===== src/dacclk_defines.svh =====
`ifndef DACCLK_DEFINES_SVH
`define DACCLK_DEFINES_SVH

// ----------------------------------------------------------------------------
// Register offsets within a page
// ----------------------------------------------------------------------------
`define DACCLK_OFS_PAGE       8'h00
`define DACCLK_OFS_SWRST      8'h01
`define DACCLK_OFS_CLKSEL     8'h04
`define DACCLK_OFS_NDIV       8'h0B
`define DACCLK_OFS_MDIV       8'h0C
`define DACCLK_OFS_OSR_HI     8'h0D
`define DACCLK_OFS_OSR_LO     8'h0E
`define DACCLK_OFS_WORDLEN    8'h1B
`define DACCLK_OFS_PRB        8'h3C
`define DACCLK_OFS_PORCTL     8'h01
`define DACCLK_OFS_TIER       8'h03
`define DACCLK_OFS_STATUS     8'h3F

// ----------------------------------------------------------------------------
// Field positions
// ----------------------------------------------------------------------------
`define DACCLK_BIT_SWRST      0
`define DACCLK_BIT_CLKSEL     0
`define DACCLK_BIT_DIV_PWR    7
`define DACCLK_BIT_POR_DIS    3
`define DACCLK_WL_LSB         4
`define DACCLK_WL_MSB         5
`define DACCLK_TIER_LSB       2
`define DACCLK_TIER_MSB       4

// ----------------------------------------------------------------------------
// Reset values
// ----------------------------------------------------------------------------
`define DACCLK_RST_NDIV       7'h01
`define DACCLK_RST_MDIV       7'h01
`define DACCLK_RST_OSR        10'h080
`define DACCLK_RST_WORDLEN    2'h0
`define DACCLK_RST_PRB        5'h01
`define DACCLK_RST_TIER       3'h0

// ----------------------------------------------------------------------------
// Tier and word length encodings
// ----------------------------------------------------------------------------
`define DACCLK_TIER_ONE_CODE  3'h2
`define DACCLK_TIER_TWO_CODE  3'h1
`define DACCLK_TIER_LOW_CODE  3'h0
`define DACCLK_WL_16_CODE     2'h0

`endif


===== src/dacclk_pkg.sv =====
package dacclk_pkg;

  typedef enum logic {
    DACCLK_PAGE_ZERO = 1'b0,
    DACCLK_PAGE_ONE  = 1'b1
  } dacclk_page_e;

  typedef enum logic [1:0] {
    DACCLK_WL_16 = 2'b00,
    DACCLK_WL_20 = 2'b01,
    DACCLK_WL_24 = 2'b10,
    DACCLK_WL_32 = 2'b11
  } dacclk_wordlen_e;

  typedef logic [7:0] dacclk_byte_t;

endpackage : dacclk_pkg


===== src/dacclk_div_if.sv =====
interface dacclk_div_if #(
  parameter int W = 8
);
  logic         enable;
  logic [W-1:0] divisor;
  logic         tick_in;
  logic         tick_out;
  logic         running;

  modport ctrl (output enable, output divisor, output tick_in, input tick_out, input running);
  modport div  (input enable, input divisor, input tick_in, output tick_out, output running);
endinterface : dacclk_div_if


===== src/dacclk_div.sv =====
module dacclk_div #(
  parameter int W = 8
) (
  input wire logic   core_clk,
  input wire logic   rst_n,
  dacclk_div_if.div  bus
);

  logic [W-1:0] count_r;
  logic         tick_r;
  logic         run_r;

  // --------------------------------------------------------------------------
  // Divide incoming ticks by the programmed divisor.
  // --------------------------------------------------------------------------
  always_ff @(posedge core_clk or negedge rst_n) begin
    if (!rst_n) begin
      count_r <= '0;
      tick_r  <= 1'b0;
    end else if (!bus.enable) begin
      count_r <= '0;
      tick_r  <= 1'b0;
    end else if (bus.tick_in) begin
      // A divisor lowered below the running count wraps at once instead of
      // running the counter all the way round.
      if (count_r >= W'(bus.divisor - W'(1))) begin
        count_r <= '0;
        tick_r  <= 1'b1;
      end else begin
        count_r <= W'(count_r + W'(1));
        tick_r  <= 1'b0;
      end
    end else begin
      tick_r <= 1'b0;
    end
  end

  always_ff @(posedge core_clk or negedge rst_n) begin
    if (!rst_n) begin
      run_r <= 1'b0;
    end else begin
      run_r <= bus.enable;
    end
  end

  assign bus.tick_out = tick_r;
  assign bus.running  = run_r;

endmodule : dacclk_div


===== src/dacclk_ctrl.sv =====
// Chosen here: the placing of the registers and the address-and-strobe port.
`include "dacclk_defines.svh"

module dacclk_ctrl
  import dacclk_pkg::*;
(
  input  wire logic       core_clk,
  input  wire logic       rst_n,
  input  wire logic [7:0] reg_addr,
  input  wire logic [7:0] reg_wdata,
  input  wire logic       reg_wr,
  input  wire logic       reg_rd,
  output logic      [7:0] reg_rdata,
  input  wire logic       power_good,
  input  wire logic       sysclk_tick,
  input  wire logic       pll_tick,
  output logic            sample_tick,
  output logic            por_enable,
  output logic      [2:0] tier_code,
  output logic      [1:0] word_len_code,
  output logic      [4:0] block_select
);

  // --------------------------------------------------------------------------
  // Register state
  // --------------------------------------------------------------------------
  dacclk_page_e page_r;
  logic         clk_sel_r;
  logic         n_pwr_r;
  logic [6:0]   n_val_r;
  logic         m_pwr_r;
  logic [6:0]   m_val_r;
  logic [9:0]   osr_r;
  logic [1:0]   wl_r;
  logic [4:0]   prb_r;
  logic         por_en_r;
  logic [2:0]   tier_r;
  logic         pg_prev_r;
  logic         reload_r;
  logic         src_tick_r;
  logic [7:0]   rdata_r;

  logic         wr0;
  logic         wr1;
  logic         por_evt;
  logic         swrst_evt;

  dacclk_div_if #(.W(8))  n_if ();
  dacclk_div_if #(.W(8))  m_if ();
  dacclk_div_if #(.W(11)) o_if ();

  assign wr0 = reg_wr && (page_r == DACCLK_PAGE_ZERO);
  assign wr1 = reg_wr && (page_r == DACCLK_PAGE_ONE);

  // --------------------------------------------------------------------------
  // Reset sources
  // --------------------------------------------------------------------------
  // power-up reload
  assign por_evt   = power_good && !pg_prev_r && por_en_r;
  assign swrst_evt = wr0 && (reg_addr == `DACCLK_OFS_SWRST) && reg_wdata[`DACCLK_BIT_SWRST];

  always_ff @(posedge core_clk or negedge rst_n) begin
    if (!rst_n) begin
      // A supply already good at reset release is not a fresh power-up;
      // a false edge here would wipe the first writes.
      pg_prev_r <= 1'b1;
      reload_r  <= 1'b0;
    end else begin
      pg_prev_r <= power_good;
      reload_r  <= por_evt || swrst_evt;
    end
  end

  // --------------------------------------------------------------------------
  // Register writes
  // --------------------------------------------------------------------------
  // The page register survives a software reset so the host stays addressed.
  always_ff @(posedge core_clk or negedge rst_n) begin
    if (!rst_n) begin
      page_r <= DACCLK_PAGE_ZERO;
    end else if (reg_wr && (reg_addr == `DACCLK_OFS_PAGE)) begin
      page_r <= dacclk_page_e'(reg_wdata[0]);
    end
  end

  always_ff @(posedge core_clk or negedge rst_n) begin
    if (!rst_n) begin
      clk_sel_r <= 1'b0;
      n_pwr_r   <= 1'b0;
      n_val_r   <= `DACCLK_RST_NDIV;
      m_pwr_r   <= 1'b0;
      m_val_r   <= `DACCLK_RST_MDIV;
      osr_r     <= `DACCLK_RST_OSR;
      wl_r      <= `DACCLK_RST_WORDLEN;
      prb_r     <= `DACCLK_RST_PRB;
    end else if (reload_r) begin
      clk_sel_r <= 1'b0;
      n_pwr_r   <= 1'b0;
      n_val_r   <= `DACCLK_RST_NDIV;
      m_pwr_r   <= 1'b0;
      m_val_r   <= `DACCLK_RST_MDIV;
      osr_r     <= `DACCLK_RST_OSR;
      wl_r      <= `DACCLK_RST_WORDLEN;
      prb_r     <= `DACCLK_RST_PRB;
    end else if (wr0) begin
      if (reg_addr == `DACCLK_OFS_CLKSEL) begin
        clk_sel_r <= reg_wdata[`DACCLK_BIT_CLKSEL];
      end else if (reg_addr == `DACCLK_OFS_NDIV) begin
        n_pwr_r <= reg_wdata[`DACCLK_BIT_DIV_PWR];
        n_val_r <= reg_wdata[6:0];
      end else if (reg_addr == `DACCLK_OFS_MDIV) begin
        m_pwr_r <= reg_wdata[`DACCLK_BIT_DIV_PWR];
        m_val_r <= reg_wdata[6:0];
      end else if (reg_addr == `DACCLK_OFS_OSR_HI) begin
        osr_r[9:8] <= reg_wdata[1:0];
      end else if (reg_addr == `DACCLK_OFS_OSR_LO) begin
        osr_r[7:0] <= reg_wdata;
      end else if (reg_addr == `DACCLK_OFS_WORDLEN) begin
        wl_r <= reg_wdata[`DACCLK_WL_MSB:`DACCLK_WL_LSB];
      end else if (reg_addr == `DACCLK_OFS_PRB) begin
        prb_r <= reg_wdata[4:0];
      end
    end
  end

  always_ff @(posedge core_clk or negedge rst_n) begin
    if (!rst_n) begin
      por_en_r <= 1'b1;
      tier_r   <= `DACCLK_RST_TIER;
    end else if (reload_r) begin
      por_en_r <= 1'b1;
      tier_r   <= `DACCLK_RST_TIER;
    end else if (wr1) begin
      if (reg_addr == `DACCLK_OFS_PORCTL) begin
        por_en_r <= !reg_wdata[`DACCLK_BIT_POR_DIS];
      end else if (reg_addr == `DACCLK_OFS_TIER) begin
        tier_r <= reg_wdata[`DACCLK_TIER_MSB:`DACCLK_TIER_LSB];
      end
    end
  end

  // --------------------------------------------------------------------------
  // Clock chain
  // --------------------------------------------------------------------------
  // source multiplexer
  always_ff @(posedge core_clk or negedge rst_n) begin
    if (!rst_n) begin
      src_tick_r <= 1'b0;
    end else begin
      src_tick_r <= clk_sel_r ? pll_tick : sysclk_tick;
    end
  end

  assign n_if.divisor = {(n_val_r == 7'h00), n_val_r};
  assign m_if.divisor = {(m_val_r == 7'h00), m_val_r};
  // Zero in the oversampling field stands for 1024.
  assign o_if.divisor = {(osr_r == 10'h000), osr_r};

  assign n_if.enable  = n_pwr_r;
  assign n_if.tick_in = src_tick_r;
  assign m_if.enable  = m_pwr_r && n_pwr_r;
  assign m_if.tick_in = n_if.tick_out;
  assign o_if.enable  = m_pwr_r && n_pwr_r;
  assign o_if.tick_in = m_if.tick_out;

  dacclk_div #(.W(8)) u_ndiv (
    .core_clk (core_clk),
    .rst_n    (rst_n),
    .bus      (n_if.div)
  );

  dacclk_div #(.W(8)) u_mdiv (
    .core_clk (core_clk),
    .rst_n    (rst_n),
    .bus      (m_if.div)
  );

  dacclk_div #(.W(11)) u_osr (
    .core_clk (core_clk),
    .rst_n    (rst_n),
    .bus      (o_if.div)
  );

  // --------------------------------------------------------------------------
  // Read path
  // --------------------------------------------------------------------------
  // Reads only return data; no register changes on a read.
  always_ff @(posedge core_clk or negedge rst_n) begin
    if (!rst_n) begin
      rdata_r <= 8'h00;
    end else if (!reg_rd) begin
      rdata_r <= 8'h00;
    end else if (reg_addr == `DACCLK_OFS_PAGE) begin
      rdata_r <= {7'h00, page_r};
    end else if (page_r == DACCLK_PAGE_ZERO) begin
      if (reg_addr == `DACCLK_OFS_CLKSEL) begin
        rdata_r <= {7'h00, clk_sel_r};
      end else if (reg_addr == `DACCLK_OFS_NDIV) begin
        rdata_r <= {n_pwr_r, n_val_r};
      end else if (reg_addr == `DACCLK_OFS_MDIV) begin
        rdata_r <= {m_pwr_r, m_val_r};
      end else if (reg_addr == `DACCLK_OFS_OSR_HI) begin
        rdata_r <= {6'h00, osr_r[9:8]};
      end else if (reg_addr == `DACCLK_OFS_OSR_LO) begin
        rdata_r <= osr_r[7:0];
      end else if (reg_addr == `DACCLK_OFS_WORDLEN) begin
        rdata_r <= {2'h0, wl_r, 4'h0};
      end else if (reg_addr == `DACCLK_OFS_PRB) begin
        rdata_r <= {3'h0, prb_r};
      end else begin
        rdata_r <= 8'h00;
      end
    end else begin
      if (reg_addr == `DACCLK_OFS_PORCTL) begin
        rdata_r <= {4'h0, ~por_en_r, 3'h0};
      end else if (reg_addr == `DACCLK_OFS_TIER) begin
        rdata_r <= {3'h0, tier_r, 2'h0};
      end else if (reg_addr == `DACCLK_OFS_STATUS) begin
        rdata_r <= {n_if.running, m_if.running, o_if.running, clk_sel_r, 4'h0};
      end else begin
        rdata_r <= 8'h00;
      end
    end
  end

  // --------------------------------------------------------------------------
  // Outputs
  // --------------------------------------------------------------------------
  // The sample tick is already a flop inside the last divider; a re-register
  // here would only add latency, so it is passed as is.
  assign sample_tick   = o_if.tick_out;
  assign reg_rdata     = rdata_r;
  assign por_enable    = por_en_r;
  assign tier_code     = tier_r;
  assign word_len_code = wl_r;
  assign block_select  = prb_r;

endmodule : dacclk_ctrl


===== config.mk =====
export PLATFORM = sky130hd
export DESIGN_NAME = dacclk_ctrl
export DESIGN_NICKNAME = d
export VERILOG_FILES = /design/src/dacclk_pkg.sv /design/src/dacclk_div_if.sv /design/src/dacclk_div.sv /design/src/dacclk_ctrl.sv
export VERILOG_INCLUDE_DIRS = /design/src
export SDC_FILE = /design/constraint.sdc
export NUM_CORES = 1
export LEC_CHECK = 0
export BUFFER_PORTS_ARGS = -buffer_cell sky130_fd_sc_hd__clkbuf_2
export CAP_MARGIN = 10
export CORE_ASPECT_RATIO = 1.2
export CORE_MARGIN = 4
export CORE_UTILIZATION = 45
export DETAILED_ROUTE_END_ITERATION = 16
export GPL_ROUTABILITY_DRIVEN = 0
export SLEW_MARGIN = 15
export SYNTH_ARGS = -nofsm -noshare
export SYNTH_HDL_FRONTEND = slang
export SYNTH_HIERARCHICAL = 1
export SYNTH_SLANG_ARGS = --single-unit

===== constraint.sdc =====
create_clock -name core_clk -period 5.65 [get_ports core_clk]
set_input_delay 0.565 -clock core_clk [delete_from_list [all_inputs] [get_ports core_clk]]
set_output_delay 0.565 -clock core_clk [all_outputs]
set_load 0.01 [all_outputs]

==> summary.txt <==
Status -> complete, no violations
Syn nets -> 633
Root Buffer -> clkbuf_16
Post-CTS Resized -> 0
Max FO, Critical Path -> 12
DRC -> 0
Crit end category -> register
Minimum clock period -> 3.03 ns
Worst Setup SP -> osr_r[2]$_DFFE_PN0P_
Drt initial violations -> 304
Critical R2R Launch -> osr_r[2]$_DFFE_PN0P_
Setup bufs post-CTS -> 0
Worst-Margin Slew -> 1.11 ns
CTS Sinks -> 83
Reported leakage power -> 2.78 nW
Rows -> 43
H-tree levels -> 3
Area growth syn-to-layout -> 10.8%
RSZ-0062 raised after global routing -> false
Area of the mapped netlist -> 5470 um^2
Clock power share -> 45.1%
Yosys warnings -> 6
Fillcell total -> 1142
Most used DFF post-synth -> dfrtp_1
Critical path arrival -> 3.23 ns
Setup violations, final -> 0
Initial Utilization -> 46.7%
FF+latch count, synth -> 83
Initial antenna violation count -> 0
First-pass detailed-route iteration total -> 7
Pwr Density -> 203 nW/um^2
Gr ovfl total -> 0
Max_cap viols -> 0
Port bufs -> 42
Post-DP HPWL -> 10200 um
Reg-to-reg setup timing slack -> 2.62 ns
Total CTS buffers -> 9
Sequential area share after synthesis -> 38.1%
I/O Pins -> 43
Placed Area -> 5780 um^2
Die area -> 14000 um^2
Core area -> 11700 um^2
Post-Synthesis Cells -> 577
Switching Power -> 312 uW
Routed Antenna Nets -> 0
Reg2Reg Depth -> 9
Top post-synthesis cells by area -> dfrtp_1 35%, ha_1 7.5%, mux2i_1 7.1%
Worst flop-to-flop path endpoint -> u_osr/count_r[3]$_DFFE_PN0P_
Int Pwr -> 918 uW
Via density -> 6.06
Design Area, Final -> 6060 um^2
Clock-pin slew on the worst setup and hold paths -> 0.07 ns
Via count -> 4668
Worst slew margin -> 26.3%
Vias in the first global route -> 4649
Pin count of the biggest net entering global routing -> 84
Hold_buf cts -> 0
Final core occ -> 51.7%
CP Capture Point -> u_osr/count_r[3]$_DFFE_PN0P_
Synth cell types -> 70
Switch share -> 25.4%
Die Wd -> 109 um
Total wire length -> 14000 um
Syn Area/Cell -> 9.48 um^2
Post-synth EDFFs -> 0
Clock tree buffer depth -> 2
DR WL/cell -> 18.2 um
CTS tree -> built
Max IR drop VDD -> 140 uV
Layout cells sized above 1 -> 15.2%
Fmax -> 330 MHz
Fin nets -> 664
Ant. Diodes -> 0
Startpoint Class -> register
Hold Violations, Final -> 0
Worst-skew pair later-pin latency -> 0.34 ns
Setup TNS -> 0 ns
Logic gate share of total power -> 5.7%
Max-slew violations -> 0
Hold Path Class -> input pin to async pin
CP Class -> register to register
Place WS -> 2.67 ns
Final Cycle Share -> 53.6%
Flop pwr share -> 49.1%
Total GRT Usage -> 21.3%
First-pass GRT wire length -> 23500 um
Synth top area share -> 35.2%
Die Span Y -> 129 um
Asr flop ratio synth -> 100%
Synth area leader -> dfrtp_1
Fin worst setup slack -> 2.62 ns
Skew final -> 0.00598 ns
CP Data Required Time -> 5.85 ns
[through the flow]
stage	instances	hold WS (ns)	power, mW
floorplan	577	0.269	0.648
global placement	754	0.506	0.685
detailed placement	754	0.509	0.686
CTS	770	0.302	1.25
global route	770	0.298	1.28
finish	770	0.276	1.23
[cells in the final DEF, fill, tap and decap left out, drive strengths merged, types with 5 or more instances in the layout]
| master | instances |
|---|---|
| dfrtp | 77 |
| a22o | 5 |
| nand4 | 15 |
| a21oi | 16 |
| inv | 21 |
| o21a | 5 |
| or4 | 6 |
| ha | 33 |
| and2 | 6 |
| xor2 | 10 |
| mux2 | 5 |
| nor3 | 19 |
| nand3 | 22 |
| mux2i | 39 |
| clkbuf | 50 |
| dfstp | 6 |
| nor4 | 18 |
| or3 | 5 |
| o221ai | 6 |
| o21ai | 24 |
| o211ai | 11 |
| nor3b | 6 |
| nand2b | 7 |
| nand3b | 5 |
| xnor2 | 11 |
| nand2 | 59 |
| nor2 | 57 |
| a21o | 6 |
[per-layer routing]
metal  share of wire, %  vias up  GRT usage (%)
met2                 48      142           35.1
li1                   -     2198              -
met1                 45     2300           28.1
met3                4.7       28           3.56
met5                  0        -              0
met4                2.5        0           8.02
[worst min-delay path by stage]
stage                                              from                             to  slack (ns)  cells past startpoint
after floorplan                                   rst_n    block_select[1]$_DFFE_PN0P_        0.27                      0
after CTS                                    power_good            pg_prev_r$_DFF_PN1_        0.30                      1
after global routing                         power_good            pg_prev_r$_DFF_PN1_        0.30                      1
final                                             rst_n   u_osr/count_r[5]$_DFFE_PN0P_        0.28                      1
after detailed placement  u_mdiv/count_r[7]$_DFFE_PN0P_  u_mdiv/count_r[7]$_DFFE_PN0P_        0.51                      1
after global placement    u_mdiv/count_r[7]$_DFFE_PN0P_  u_mdiv/count_r[7]$_DFFE_PN0P_        0.51                      1
[registers in the layout (all words and copies together), names as in the netlist, 2 cells and up]
signal / cells
u_ndiv/count_r: 8
m_val_r: 7
word_len_code: 2
u_mdiv/count_r: 8
tier_code: 3
n_val_r: 7
block_select: 5
osr_r: 10
reg_rdata: 8
u_osr/count_r: 11
[synth_stat cells, types with 5 or more instances]
cell type,count
ha_1,33
o21ai_0,21
xor2_1,10
and2_1,6
or3_1,5
buf_2,10
inv_1,19
o221ai_1,5
nand2_1,59
clkbuf_1,12
nor3_1,19
o21a_1,5
a22o_1,5
xnor2_1,11
nor4_1,17
a21oi_1,16
dfrtp_1,77
nor2_1,56
nor3b_1,6
dfstp_2,6
nand2b_1,5
a21o_1,6
or4_1,5
o211ai_1,7
nand4_1,13
mux2_2,5
nand3_1,20
nand3b_1,5
mux2i_1,39
[power groups by stage]
stage | sequential [mW] | clock, mW | combinational [mW]
4_1_cts | 0.604 | 0.570 | 0.0707
5_1_grt | 0.604 | 0.599 | 0.0786
3_3_place_gp | 0.615 | 0 | 0.0698
3_5_place_dp | 0.615 | 0 | 0.0705
6_report | 0.604 | 0.555 | 0.0707
2_1_floorplan | 0.611 | 0 | 0.0375
[cell type report]
type                            instances  area, um^2  area share [%]
Multi-Input combinational cell        450        3190            52.7
Sequential cell                        83        2080            34.4
Timing Repair Buffer                   45         239            3.94
Clock buffer                            9         225            3.72
Tap cell                              157         196            3.24
Inverter                               19        71.3            1.18
Clock inverter                          7        51.3           0.846
[cell families (layout without fill, tap and decap cells)]
logic type,Yosys count,in the layout,share of synthesized area [%]
XOR/XNOR,21,21,3.36
buffers and inverters,44,80,3.52
AO/OA/AOI/OAI,103,103,14.8
adder cells (fa/ha/maj),33,33,7.55
flip-flops,83,83,38.1
multiplexers,44,44,8.16
AND/OR/NAND/NOR,249,249,24.5
[critical path, stage by stage, from the launching register on]
cell	delay, ns
dfrtp_1	0.45
nor4_1	0.51
nand2_1	0.16
nor4_1	0.28
xnor2_1	0.13
ha_1	0.30
nand4_1	0.10
or4_4	0.66
nand2_1	0.19
o221ai_1	0.12
No activity file was read; power rests on OpenSTA's default activity.
